File: src/logic/rpc_pkg.sv
package rpc_pkg;
  localparam logic [7:0] RPC_CTRL_RESET = 8'hC1;
  localparam int RPC_SRX_CTRL_MSB = 7;
  localparam int RPC_SRX_CTRL_LSB = 6;
  localparam int RPC_SRX_EN_BIT = 5;
  localparam int RPC_DES_EN_BIT = 4;
  localparam int RPC_PLL_EN_BIT = 3;
  localparam int RPC_ATX_EN_BIT = 2;
  localparam int RPC_PAN_EN_BIT = 1;
  localparam logic [1:0] RPC_SRX_MIN = 2'h0;
  localparam logic [1:0] RPC_SRX_MAX = 2'h3;
  localparam logic [3:0] RPC_PDT_SPECIAL = 4'h8;
  // power codes: lower code means more output power
  localparam logic [3:0] RPC_PWR_MAX = 4'h0;
  localparam logic [3:0] RPC_PWR_MIN = 4'hF;
  // ed in dBm above floor -100; lqi raw
  localparam logic [7:0] RPC_ED_REDUCE = 8'h17;
  localparam logic [7:0] RPC_ED_FLOOR = 8'h37;
  localparam logic [7:0] RPC_LQI_THR = 8'hE0;
  typedef enum logic [3:0] {
    RPC_ST_OFF, RPC_ST_PLL_ON, RPC_ST_RX_ON, RPC_ST_BUSY_RX, RPC_ST_AACK_ON,
    RPC_ST_AACK_RX, RPC_ST_ARET_ON, RPC_ST_ARET, RPC_ST_BUSY_TX
  } rpc_trx_state_e;
endpackage

File: src/logic/rpc_ack_if.sv
`timescale 1ns/1ps
interface rpc_ack_if;
  import rpc_pkg::*;
  logic enable;
  logic frame_ok;
  logic [7:0] ed;
  logic [7:0] lqi;
  logic [7:0] seq;
  logic [3:0] limit;
  logic [3:0] power;
  modport ctrl (output enable, frame_ok, ed, lqi, seq, limit, input power);
  modport calc (input enable, frame_ok, ed, lqi, seq, limit, output power);
endinterface

File: src/logic/rpc_ctrl.sv
`timescale 1ns/1ps
// What this block does
// - release buffer protection on read end/leave listen
// - pll entry calibrates then sleeps
// - rx/tx, channel, calibration wake pll temporarily
// - smart receive in listen, aack, aret states
// - cca or ed scan suspends smart/desense
// - desensitize in auto_ack_receive_state rx, aret states
// - level 0x08 desense flags unresolved rssi band
// - ack power reduced only on strong good frame
// - ack power floor -17dBm, ceiling programmed
// - power readback shows last used power
// - repeated sequence number means no reduction
// - aret retries restart at maximum power
// - pan mismatch aborts and relistens at once
// - pan match, filter fail: save rest/ack
// - promiscuous mode disables pan match
// - protected buffer in rx states saves power
// - initial aret backoff saves power
// - ack wait periods save power
// - control field 0 minimum, 3 maximum
module rpc_ctrl (
  input wire logic i_ref_clk,
  input wire logic i_rst_b,
  input wire logic [7:0] i_power_reduction_control,
  input wire logic i_promiscuous_receive_bit,
  input wire logic i_short_ack_time_bit,
  input wire logic i_reserved_frame_filter_bit,
  input wire logic [3:0] i_detection_threshold_level,
  input wire logic [3:0] i_transmit_power_field,
  input wire rpc_pkg::rpc_trx_state_e i_trx_state,
  input wire logic i_safe_mode,
  input wire logic i_frame_stored,
  input wire logic i_fb_read_active,
  input wire logic i_sel_rise,
  input wire logic i_chan_change,
  input wire logic i_cal_request,
  input wire logic i_pll_op_done,
  input wire logic i_cca_ed_active,
  input wire logic i_frame_ok,
  input wire logic [7:0] i_frame_ed,
  input wire logic [7:0] i_frame_lqi,
  input wire logic [7:0] i_frame_seq,
  input wire logic i_ack_tx_start,
  input wire logic i_tx_start,
  input wire logic i_tx_fail,
  input wire logic i_tx_done,
  input wire logic i_backoff_active,
  input wire logic i_ack_wait,
  input wire logic i_ack_pending,
  input wire logic i_pan_checked,
  input wire logic i_pan_match,
  input wire logic i_addr_match,
  input wire logic i_ack_requested,
  input wire logic i_frame_end,
  output logic o_fb_protect,
  output logic o_pll_calibrate,
  output logic o_pll_saving,
  output logic o_smart_receive,
  output logic [1:0] o_smart_receive_control,
  output logic o_desensitize,
  output logic o_rssi_unresolved,
  output logic o_rx_abort,
  output logic o_power_save,
  output logic [3:0] o_tx_power,
  output logic [3:0] o_transmit_power_field
);
  import rpc_pkg::*;

  logic [7:0] cfg;
  assign cfg = i_power_reduction_control;
  wire smart_en = cfg[RPC_SRX_EN_BIT];
  wire des_en = cfg[RPC_DES_EN_BIT];
  wire pll_en = cfg[RPC_PLL_EN_BIT];
  wire atx_en = cfg[RPC_ATX_EN_BIT];
  wire pan_en = cfg[RPC_PAN_EN_BIT] && !i_promiscuous_receive_bit;

  function automatic logic is_listen(input rpc_trx_state_e s);
    is_listen = (s == RPC_ST_RX_ON) || (s == RPC_ST_AACK_ON);
  endfunction

  wire st_listen = is_listen(i_trx_state);
  wire st_rx = (i_trx_state == RPC_ST_RX_ON) || (i_trx_state == RPC_ST_BUSY_RX);
  wire st_aack = (i_trx_state == RPC_ST_AACK_ON) || (i_trx_state == RPC_ST_AACK_RX);
  wire st_aret = (i_trx_state == RPC_ST_ARET);
  wire st_pll = (i_trx_state == RPC_ST_PLL_ON) || (i_trx_state == RPC_ST_ARET_ON);

  // state change tracking
  rpc_trx_state_e prev_state;
  wire listen_left = is_listen(prev_state) && (i_trx_state != prev_state);
  wire pll_entry = st_pll && (i_trx_state != prev_state);

  // frame buffer protection
  logic fb_protect;
  wire fb_release = (i_sel_rise && i_fb_read_active) || listen_left;
  // a frame stored in the release cycle stays protected, else it could be overwritten
  wire fb_set = i_safe_mode && st_listen && i_frame_stored;
  wire next_fb_protect = fb_set ? 1'b1 : (fb_release ? 1'b0 : fb_protect);

  // pll saving sequencer
  typedef enum logic [1:0] {RPC_PLL_AWAKE, RPC_PLL_CAL, RPC_PLL_SLEEP, RPC_PLL_WAKE} rpc_pll_e;
  rpc_pll_e pll_st;
  rpc_pll_e next_pll_st;
  wire wake_req = i_chan_change || i_cal_request || !st_pll;
  always_comb begin
    next_pll_st = pll_st;
    case (pll_st)
      RPC_PLL_AWAKE: begin
        if (pll_en && pll_entry) begin
          next_pll_st = RPC_PLL_CAL;
        end
      end
      RPC_PLL_CAL: begin
        if (i_pll_op_done) begin
          next_pll_st = RPC_PLL_SLEEP;
        end
      end
      RPC_PLL_SLEEP: begin
        if (!pll_en) begin
          next_pll_st = RPC_PLL_AWAKE;
        end else if (wake_req) begin
          next_pll_st = RPC_PLL_WAKE;
        end
      end
      RPC_PLL_WAKE: begin
        if (!pll_en) begin
          next_pll_st = RPC_PLL_AWAKE;
        end else if (i_pll_op_done && st_pll) begin
          next_pll_st = RPC_PLL_SLEEP;
        end
      end
      default: next_pll_st = RPC_PLL_AWAKE;
    endcase
  end

  // smart receive and desensitizing
  wire smart_states = st_listen || st_aret;
  wire des_states = st_rx || (i_trx_state == RPC_ST_AACK_RX) || st_aret;
  wire next_smart = smart_en && smart_states && !i_cca_ed_active;
  wire next_des = des_en && des_states && !i_cca_ed_active;
  // 0x08 desense level cannot resolve -83..-70 dBm
  wire next_unres = next_des && (i_detection_threshold_level == RPC_PDT_SPECIAL);
  // reserved codes 1,2 treated as minimum saving
  wire [1:0] next_srx_ctrl = (cfg[RPC_SRX_CTRL_MSB:RPC_SRX_CTRL_LSB] == RPC_SRX_MAX) ?
                             RPC_SRX_MAX : RPC_SRX_MIN;

  // pan match recognition
  logic pan_save;
  wire pan_active = pan_en && (i_trx_state == RPC_ST_AACK_RX) && i_pan_checked;
  wire next_abort = pan_active && !i_pan_match;
  wire pan_fail_save = pan_active && i_pan_match && !i_addr_match;
  logic pan_ack_hold;
  wire next_pan_save = pan_fail_save || (pan_save && !i_frame_end) ||
                       (pan_save && i_frame_end && pan_ack_hold);

  // automatic ack power
  rpc_ack_if ack_bus ();
  assign ack_bus.enable = atx_en && st_aack;
  assign ack_bus.frame_ok = i_frame_ok && st_aack;
  assign ack_bus.ed = i_frame_ed;
  assign ack_bus.lqi = i_frame_lqi;
  assign ack_bus.seq = i_frame_seq;
  assign ack_bus.limit = i_transmit_power_field;
  rpc_ack_power u_ack_power (
    .i_ref_clk(i_ref_clk),
    .i_rst_b(i_rst_b),
    .ack(ack_bus)
  );

  // retry power in aret
  logic retry_max;
  wire next_retry_max = (atx_en && st_aret) ? (i_tx_fail ? 1'b1 : retry_max) : 1'b0;
  wire [3:0] aret_power = retry_max ? RPC_PWR_MAX : i_transmit_power_field;
  logic [3:0] tx_power;
  wire [3:0] next_tx_power = i_ack_tx_start ? ack_bus.power :
                             (i_tx_start ? (st_aret ? aret_power : i_transmit_power_field)
                                         : tx_power);
  logic [3:0] used_power;
  wire [3:0] next_used = (i_tx_done || i_ack_tx_start) ? next_tx_power : used_power;

  // automatic power save
  wire save_fb = next_fb_protect && (st_rx || st_aack);
  wire save_bo = st_aret && i_backoff_active;
  wire save_ack = (st_aret && i_ack_wait) || (st_aack && i_ack_pending);
  wire next_save = save_fb || save_bo || save_ack || next_pan_save;

  always_ff @(posedge i_ref_clk) begin
    if (!i_rst_b) begin
      prev_state <= RPC_ST_OFF;
      fb_protect <= 1'b0;
      pll_st <= RPC_PLL_AWAKE;
      pan_save <= 1'b0;
      pan_ack_hold <= 1'b0;
      retry_max <= 1'b0;
      tx_power <= RPC_PWR_MAX;
      used_power <= RPC_PWR_MAX;
    end else begin
      prev_state <= i_trx_state;
      fb_protect <= next_fb_protect;
      pll_st <= next_pll_st;
      pan_save <= next_pan_save && !(pan_save && i_frame_end && !pan_ack_hold);
      pan_ack_hold <= pan_fail_save ? i_ack_requested : (i_frame_end ? 1'b0 : pan_ack_hold);
      retry_max <= next_retry_max;
      tx_power <= next_tx_power;
      used_power <= next_used;
    end
  end

  always_ff @(posedge i_ref_clk) begin
    if (!i_rst_b) begin
      o_smart_receive <= 1'b0;
      o_smart_receive_control <= RPC_SRX_MIN;
      o_desensitize <= 1'b0;
      o_rssi_unresolved <= 1'b0;
      o_rx_abort <= 1'b0;
      o_power_save <= 1'b0;
    end else begin
      o_smart_receive <= next_smart;
      o_smart_receive_control <= next_srx_ctrl;
      o_desensitize <= next_des;
      o_rssi_unresolved <= next_unres;
      o_rx_abort <= next_abort;
      o_power_save <= next_save;
    end
  end

  assign o_fb_protect = fb_protect;
  assign o_pll_calibrate = (pll_st == RPC_PLL_CAL);
  assign o_pll_saving = (pll_st == RPC_PLL_SLEEP);
  assign o_tx_power = tx_power;
  assign o_transmit_power_field = used_power;
endmodule

File: src/logic/rpc_ack_power.sv
`timescale 1ns/1ps
module rpc_ack_power (
  input wire logic i_ref_clk,
  input wire logic i_rst_b,
  rpc_ack_if.calc ack
);
  import rpc_pkg::*;
  logic [7:0] last_seq;
  logic seq_valid;
  logic [3:0] power;
  wire same_seq = seq_valid && (ack.seq == last_seq);
  wire good = ack.enable && !same_seq && (ack.lqi > RPC_LQI_THR);
  wire floor_hit = good && (ack.ed > RPC_ED_FLOOR);
  wire reduce = good && (ack.ed > RPC_ED_REDUCE);
  // linear step between thresholds, never stronger than the limit
  wire [7:0] span = ack.ed - RPC_ED_REDUCE;
  wire [3:0] step = span[5:2];
  wire [3:0] raw = (step > ack.limit) ? step : ack.limit;
  wire [3:0] next_power = floor_hit ? RPC_PWR_MIN : (reduce ? raw : ack.limit);
  always_ff @(posedge i_ref_clk) begin
    if (!i_rst_b) begin
      power <= RPC_PWR_MAX;
      last_seq <= 8'h00;
      seq_valid <= 1'b0;
    end else if (ack.frame_ok) begin
      power <= next_power;
      last_seq <= ack.seq;
      seq_valid <= 1'b1;
    end
  end
  assign ack.power = power;
endmodule

File: config.mk
export PLATFORM = sky130hd
export DESIGN_NAME = rpc_ctrl
export DESIGN_NICKNAME = d
export VERILOG_FILES = /design/src/logic/rpc_pkg.sv /design/src/logic/rpc_ack_if.sv /design/src/logic/rpc_ctrl.sv /design/src/logic/rpc_ack_power.sv
export SDC_FILE = /design/constraint.sdc
export NUM_CORES = 1
export LEC_CHECK = 0
export ABC_AREA = 1
export BUFFER_PORTS_ARGS = -buffer_cell sky130_fd_sc_hd__buf_2
export CORE_UTILIZATION = 44
export CTS_CLUSTER_SIZE = 8
export DETAILED_ROUTE_END_ITERATION = 8
export HOLD_SLACK_MARGIN = 0.05
export PLACE_DENSITY = 0.77
export SLEW_MARGIN = 5
export SYNTH_ARGS = -nofsm -noshare
export SYNTH_HDL_FRONTEND = slang
export SYNTH_SLANG_ARGS = --single-unit
File: constraint.sdc
create_clock -name i_ref_clk -period 2.05 [get_ports i_ref_clk]
set_clock_uncertainty 0.15 [all_clocks]
set_input_delay 0.205 -clock i_ref_clk [delete_from_list [all_inputs] [get_ports i_ref_clk]]
set_output_delay 0.205 -clock i_ref_clk [all_outputs]
set_load 0.02 [all_outputs]
## Word level (Yosys, flattened, before mapping)

Index checks and enable logic that the tools add are counted.

- $lt $le $gt $ge: 4
- Muxes and demuxes: 19
- Reductions and logical operators: 67
- Equal/unequal tests: 20
- Add/sub/neg operators: 1

Operators by type and width:

| kind | number |
|---|---|
| $logic_and A1 B1 Y1 | 35 |
| $mux W4 | 7 |
| $eq A4 B3 Y1 const B | 5 |
| $logic_or A1 B1 Y1 | 19 |
| $mux W2 | 7 |
| $eq A4 B2 Y1 const B | 3 |
| $logic_not A1 Y1 | 9 |
| $eq A8 B8 Y1 | 1 |
| $gt A8 B5 Y1 const B | 1 |
| $gt A8 B6 Y1 const B | 1 |
| $gt A8 B8 Y1 const B | 1 |
| $pmux W2 S4 | 1 |
| $eq A2 B2 Y1 const B | 3 |
| $sub A6 B5 Y6 const B | 1 |
| $eq A4 B1 Y1 const B | 1 |
| $eq A4 B4 Y1 const B | 1 |
| $gt A4 B4 Y1 | 1 |
| $mux W1 | 4 |
| $ne A2 B2 Y1 const B | 2 |
| $ne A4 B4 Y1 | 1 |
| $reduce_and A4 Y1 | 1 |
| $ne A3 B2 Y1 const B | 1 |
| $ne A3 B3 Y1 const B | 1 |
| $eq A2 B1 Y1 const B | 1 |
| other kinds (3) | 3 |

- Input bits: 70
- Logic and storage cells: 128
- Register bits after elaboration: 38
- Output and inout bits: 18

## Depth between registers and ports, before layout

- Depth in word-level cells: 10
- Gate-level depth with buffers: 16
- Gate-level depth less buffers: 16

## Cells and area by module

Synthesis repeated with hierarchy kept, for this count alone.

- Cell total of the unflattened synthesis: 334
- Area, all modules: 2138.3 µm²

By module, submodules not included:

| module | times used | cells an instance | area an instance (µm²) |
|---|---|---|---|
| rpc_ctrl | 1 | 186 | 1207.4 |
| rpc_ack_power | 1 | 148 | 930.9 |

## Worst setup path before layout

OpenSTA, ideal clock, no wires.

- Kind: in2reg
- Start: input port i_frame_ed[0]
- End: register u_ack_power.power[0] (netlist: u_ack_power.ack.power[0])
- Path slack: 0.109 ns
- Cell stages on the path: 15
- Library setup time: 0.109 ns
- Arrival: 1.682 ns
- Cells stage by stage: nand3_1 > nand2_1 > nand2_1 > xor2_1 > ha_1 > nand2_1 > inv_1 > nand3_1 > nand2_1 > a21oi_1 > nand3_2 > nand2_1 > nand3_1 > nand2_1 > inv_1

- Longest elaborated chain between the ends: 5

RTL lines:

| what | RTL line | RTL |
|---|---|---|
| from (decl) | rpc_ctrl.sv:41 | `input wire logic [7:0] i_frame_ed,` |
| $sub A6 B5 Y6 | rpc_ack_power.sv:16 | `wire [7:0] span = ack.ed - RPC_ED_REDUCE;` |
| $gt A4 B4 Y1 | rpc_ack_power.sv:18 | `wire [3:0] raw = (step > ack.limit) ? step : ack.limit;` |
| $mux W4 | rpc_ack_power.sv:18 |  |
| $mux W4 | rpc_ack_power.sv:19 | `wire [3:0] next_power = floor_hit ? RPC_PWR_MIN : (reduce ? raw : ack.limit);` |
| $mux W4 * | rpc_ack_power.sv:19 |  |
| to (signal assigned) | rpc_ack_power.sv:26 | `power <= next_power;` |
| to (decl) | rpc_ack_power.sv:10 | `logic [3:0] power;` |

Every way passes the cells marked *; elsewhere a longest branch is shown, timed or not.
A chain may end at the register's enable or synchronous reset.

## Worst setup path after layout

- Start: input port i_trx_state[2]
- End: register retry_max

- Longest elaborated chain between the ends: 3

RTL lines:

| what | RTL line | RTL |
|---|---|---|
| from (decl) | rpc_ctrl.sv:31 | `input wire rpc_pkg::rpc_trx_state_e i_trx_state,` |
| $eq A4 B3 Y1 | rpc_ctrl.sv:85 | `wire st_aret = (i_trx_state == RPC_ST_ARET);` |
| $logic_and A1 B1 Y1 | rpc_ctrl.sv:172 | `wire next_retry_max = (atx_en && st_aret) ? (i_tx_fail ? 1'b1 : retry_max) : 1'b0;` |
| $reduce_and A2 Y1 (no source line) | - |  |
| to (signal assigned) | rpc_ctrl.sv:203 | `retry_max <= next_retry_max;` |
| to (decl) | rpc_ctrl.sv:171 | `logic retry_max;` |

Every way passes these cells.

==> results.cfg <==
[sta]
fmax_mhz = 505.2
final-max-slew-violation-count = 0
max_slew.worst_pin.slew_ns = 0.4336
finalCriticalPeriod_ns = 1.979
maxSlewHeadroom = 0.7099
fin_ws_ns = 0.07062
fin_crit_sh = 0.9655
report.final.hold_viol_count = 0
hold-worst-slack_ns = 0.05826
setup_viol = 0

[placement]
post-place-cells = 489
hpwlAfterDp_mm = 4.068
post-place-ws_ns = -0.1221
portBuffers = 84
gp_congestion = 0.8278
place_area_sq_um = 2708

[clock_network]
cts_buffers = 5
cts_max_level = 2
cts_max_path_buffers = 2
root_buffer = clkbuf_8
clkSinkCount = 37
path_clk_slew_ns = 0.07
cts_tree = built
clkLatencyLatePin_ns = 0.28

[synth]
syn_avg_cell_area_sq_um = 6.461
yosys.cell_count.top_type = nand2_1
synth_cells = 335
syn_area_sq_um = 2165
syn_nets = 409
ys_seq_area_frac = 0.3422
yosysTopAreaCell = dfxtp_1
synth.area.top_cells = dfxtp_1 34%, nand2_1 14%, inv_1 8.3%
async_flop_share = 0
ys_warn_count = 0
ys_seq_elements = 37
synth_edf_count = 0
synth.cells.most_frequent = 83 x nand2_1, 48 x inv_1, 41 x nor2_1, 37 x dfxtp_1, 25 x a21oi_1
ys.flop_type = dfxtp_1
synth.distinct_cells = 35
synth_top_area_share = 0.3422

[power_and_ir_drop]
seqPwrFrac = 0.420
powerDensity_nw_per_um2 = 601.0
leakage_nw = 1.661
p_sw_frac = 0.2751
p_sw_w = 0.0005073
max-vdd-ir-drop_mv = 0.2623
clkPwrFrac = 0.349
p_comb_frac = 0.231
p_int_w = 0.001337

[finish]
diodes = 0
fin_util = 0.6495
drive_gt1_frac = 0.2851
fin_nets = 522
layoutNonFillerInstCount = 516
area_growth_pct = 41.73
finalInstanceArea_sq_um = 3068

[grt]
grt.overflow.total = 0
grt_max_degree = 21
grt_pass1_vias = 2124
grt_pass1_wl_mm = 8.459
track_usage = 0.2055
antenna_found_initial = 0

[outcome]
status = completed

[worst_setup_path]
required_ns = 2.13
worstPathMaxFanout = 4
cp-start-kind = input pin
arrival_ns = 2.06
critPathCaptureType = flip-flop
crit_type = in2reg

[floorplan]
start_util = 0.4583
io_pins = 88
die_h_um = 72.14
fp.dieArea_sq_um = 5204
dieWidth_um = 72.14
core_area_sq_um = 4723
num_rows = 25

[drt]
vias = 2437
dr.pass1.iters = 4
drcViolationCount = 0
drtAntennaViolNets = 0
drt_iter0_markers = 68
post_drt_via_cell_ratio = 4.723
routed_wl_mm = 5.509
wl_per_cell_um = 10.68

[run]
cap_violations = 0

[worst_hold_path]
hold_class = in2reg
==> stage by stage <==
step | setup TNS, ns | total power, W
after floorplan | 0 | 0.001017
after global placement | -0.07844 | 0.001166
after detailed placement | -0.3503 | 0.001177
after CTS | 0 | 0.001842
after global routing | -0.02692 | 0.001953
final | 0 | 0.001844
==> state kept, by name, indices dropped and copies added (netlist names), 2 cells and up <==
register,cells
o_transmit_power_field,4
o_tx_power,4
pll_st,2
prev_state,4
u_ack_power.ack.power,4
u_ack_power.last_seq,8
==> cell families after synthesis <==
group,synth area share
AO/OA/AOI/OAI,0.1526
buffers and inverters,0.1052
AND/OR/NAND/NOR,0.3526
XOR/XNOR,0.02428
adder cells (fa/ha/maj),0.02312
flip-flops,0.3422
==> what timing repair did <==
item	4_1_cts	5_1_grt
hold buffers	16	2
hold endpoints to repair	10	1
endpoints found under the setup margin	0	6
gates resized for setup	0	14
buffers inserted	0	3
==> power groups by stage <==
stage | clock [W] | combinational, W | sequential [W]
finish | 0.000643 | 0.000426 | 0.000774
global route | 0.000695 | 0.000481 | 0.000778
CTS | 0.000663 | 0.000406 | 0.000774
detailed placement | 0 | 0.000387 | 0.000791
global placement | 0 | 0.000376 | 0.000790
floorplan | 0 | 0.000213 | 0.000804
==> final timing paths <==
| kind | cells past startpoint | startpoint | slack [ns] | endpoint |
|---|---|---|---|---|
| worst max-delay path | 8 | i_trx_state[2] | 0.07 | retry_max |
| worst min-delay path | 3 | i_ack_requested | 0.06 | pan_ack_hold |
| worst max register to register | 13 | u_ack_power.last_seq[5] | 0.59 | u_ack_power.ack.power[3] |
| worst min register to register | 2 | u_ack_power.seq_valid | 0.31 | u_ack_power.seq_valid |
==> critical path: stages <==
cell and delay [ns]:
dlygate4sd3_1 0.55, buf_6 0.12, inv_2 0.04, nor2_4 0.17
nand2_4 0.09, nor2_4 0.16, o2111a_1 0.17, dlygate4sd3_1 0.54
==> placed cells by master, fill, tap and decap left out, drive strengths merged, types with 2 or more instances in the layout <==
cell type | synthesis | final
ha | 4 | 4
nand3 | 22 | 22
a21oi | 26 | 26
clkbuf | 3 | 7
buf | 3 | 96
o21ai | 27 | 27
nor3 | 2 | 2
o2111ai | 2 | 2
nor2 | 44 | 44
xor2 | 5 | 5
nor3b | 3 | 3
or2 | 3 | 3
dlygate4sd3 | 0 | 16
dfxtp | 37 | 37
inv | 53 | 53
nand4 | 5 | 5
nand2 | 88 | 88
==> per-layer routing <==
layer	share of wire	up-vias	global-route usage	wire length (um)
met5	0	-	0	0
met4	0.024	0	0.09368	131
met3	0.063	13	0.04306	348
met2	0.47	86	0.3572	2614
met1	0.44	1045	0.2424	2414
li1	-	1293	-	-
==> cell type report <==
class | count | area [sq um]
Fill cell | 419 | 1655
Multi-Input combinational cell | 239 | 1249
Sequential cell | 37 | 740.7
Timing Repair Buffer | 112 | 676.9
Inverter | 53 | 201.4
Clock buffer | 7 | 86.33
Tap cell | 67 | 83.83
Clock inverter | 1 | 30.03
Power figures use the tool's default switching activity.
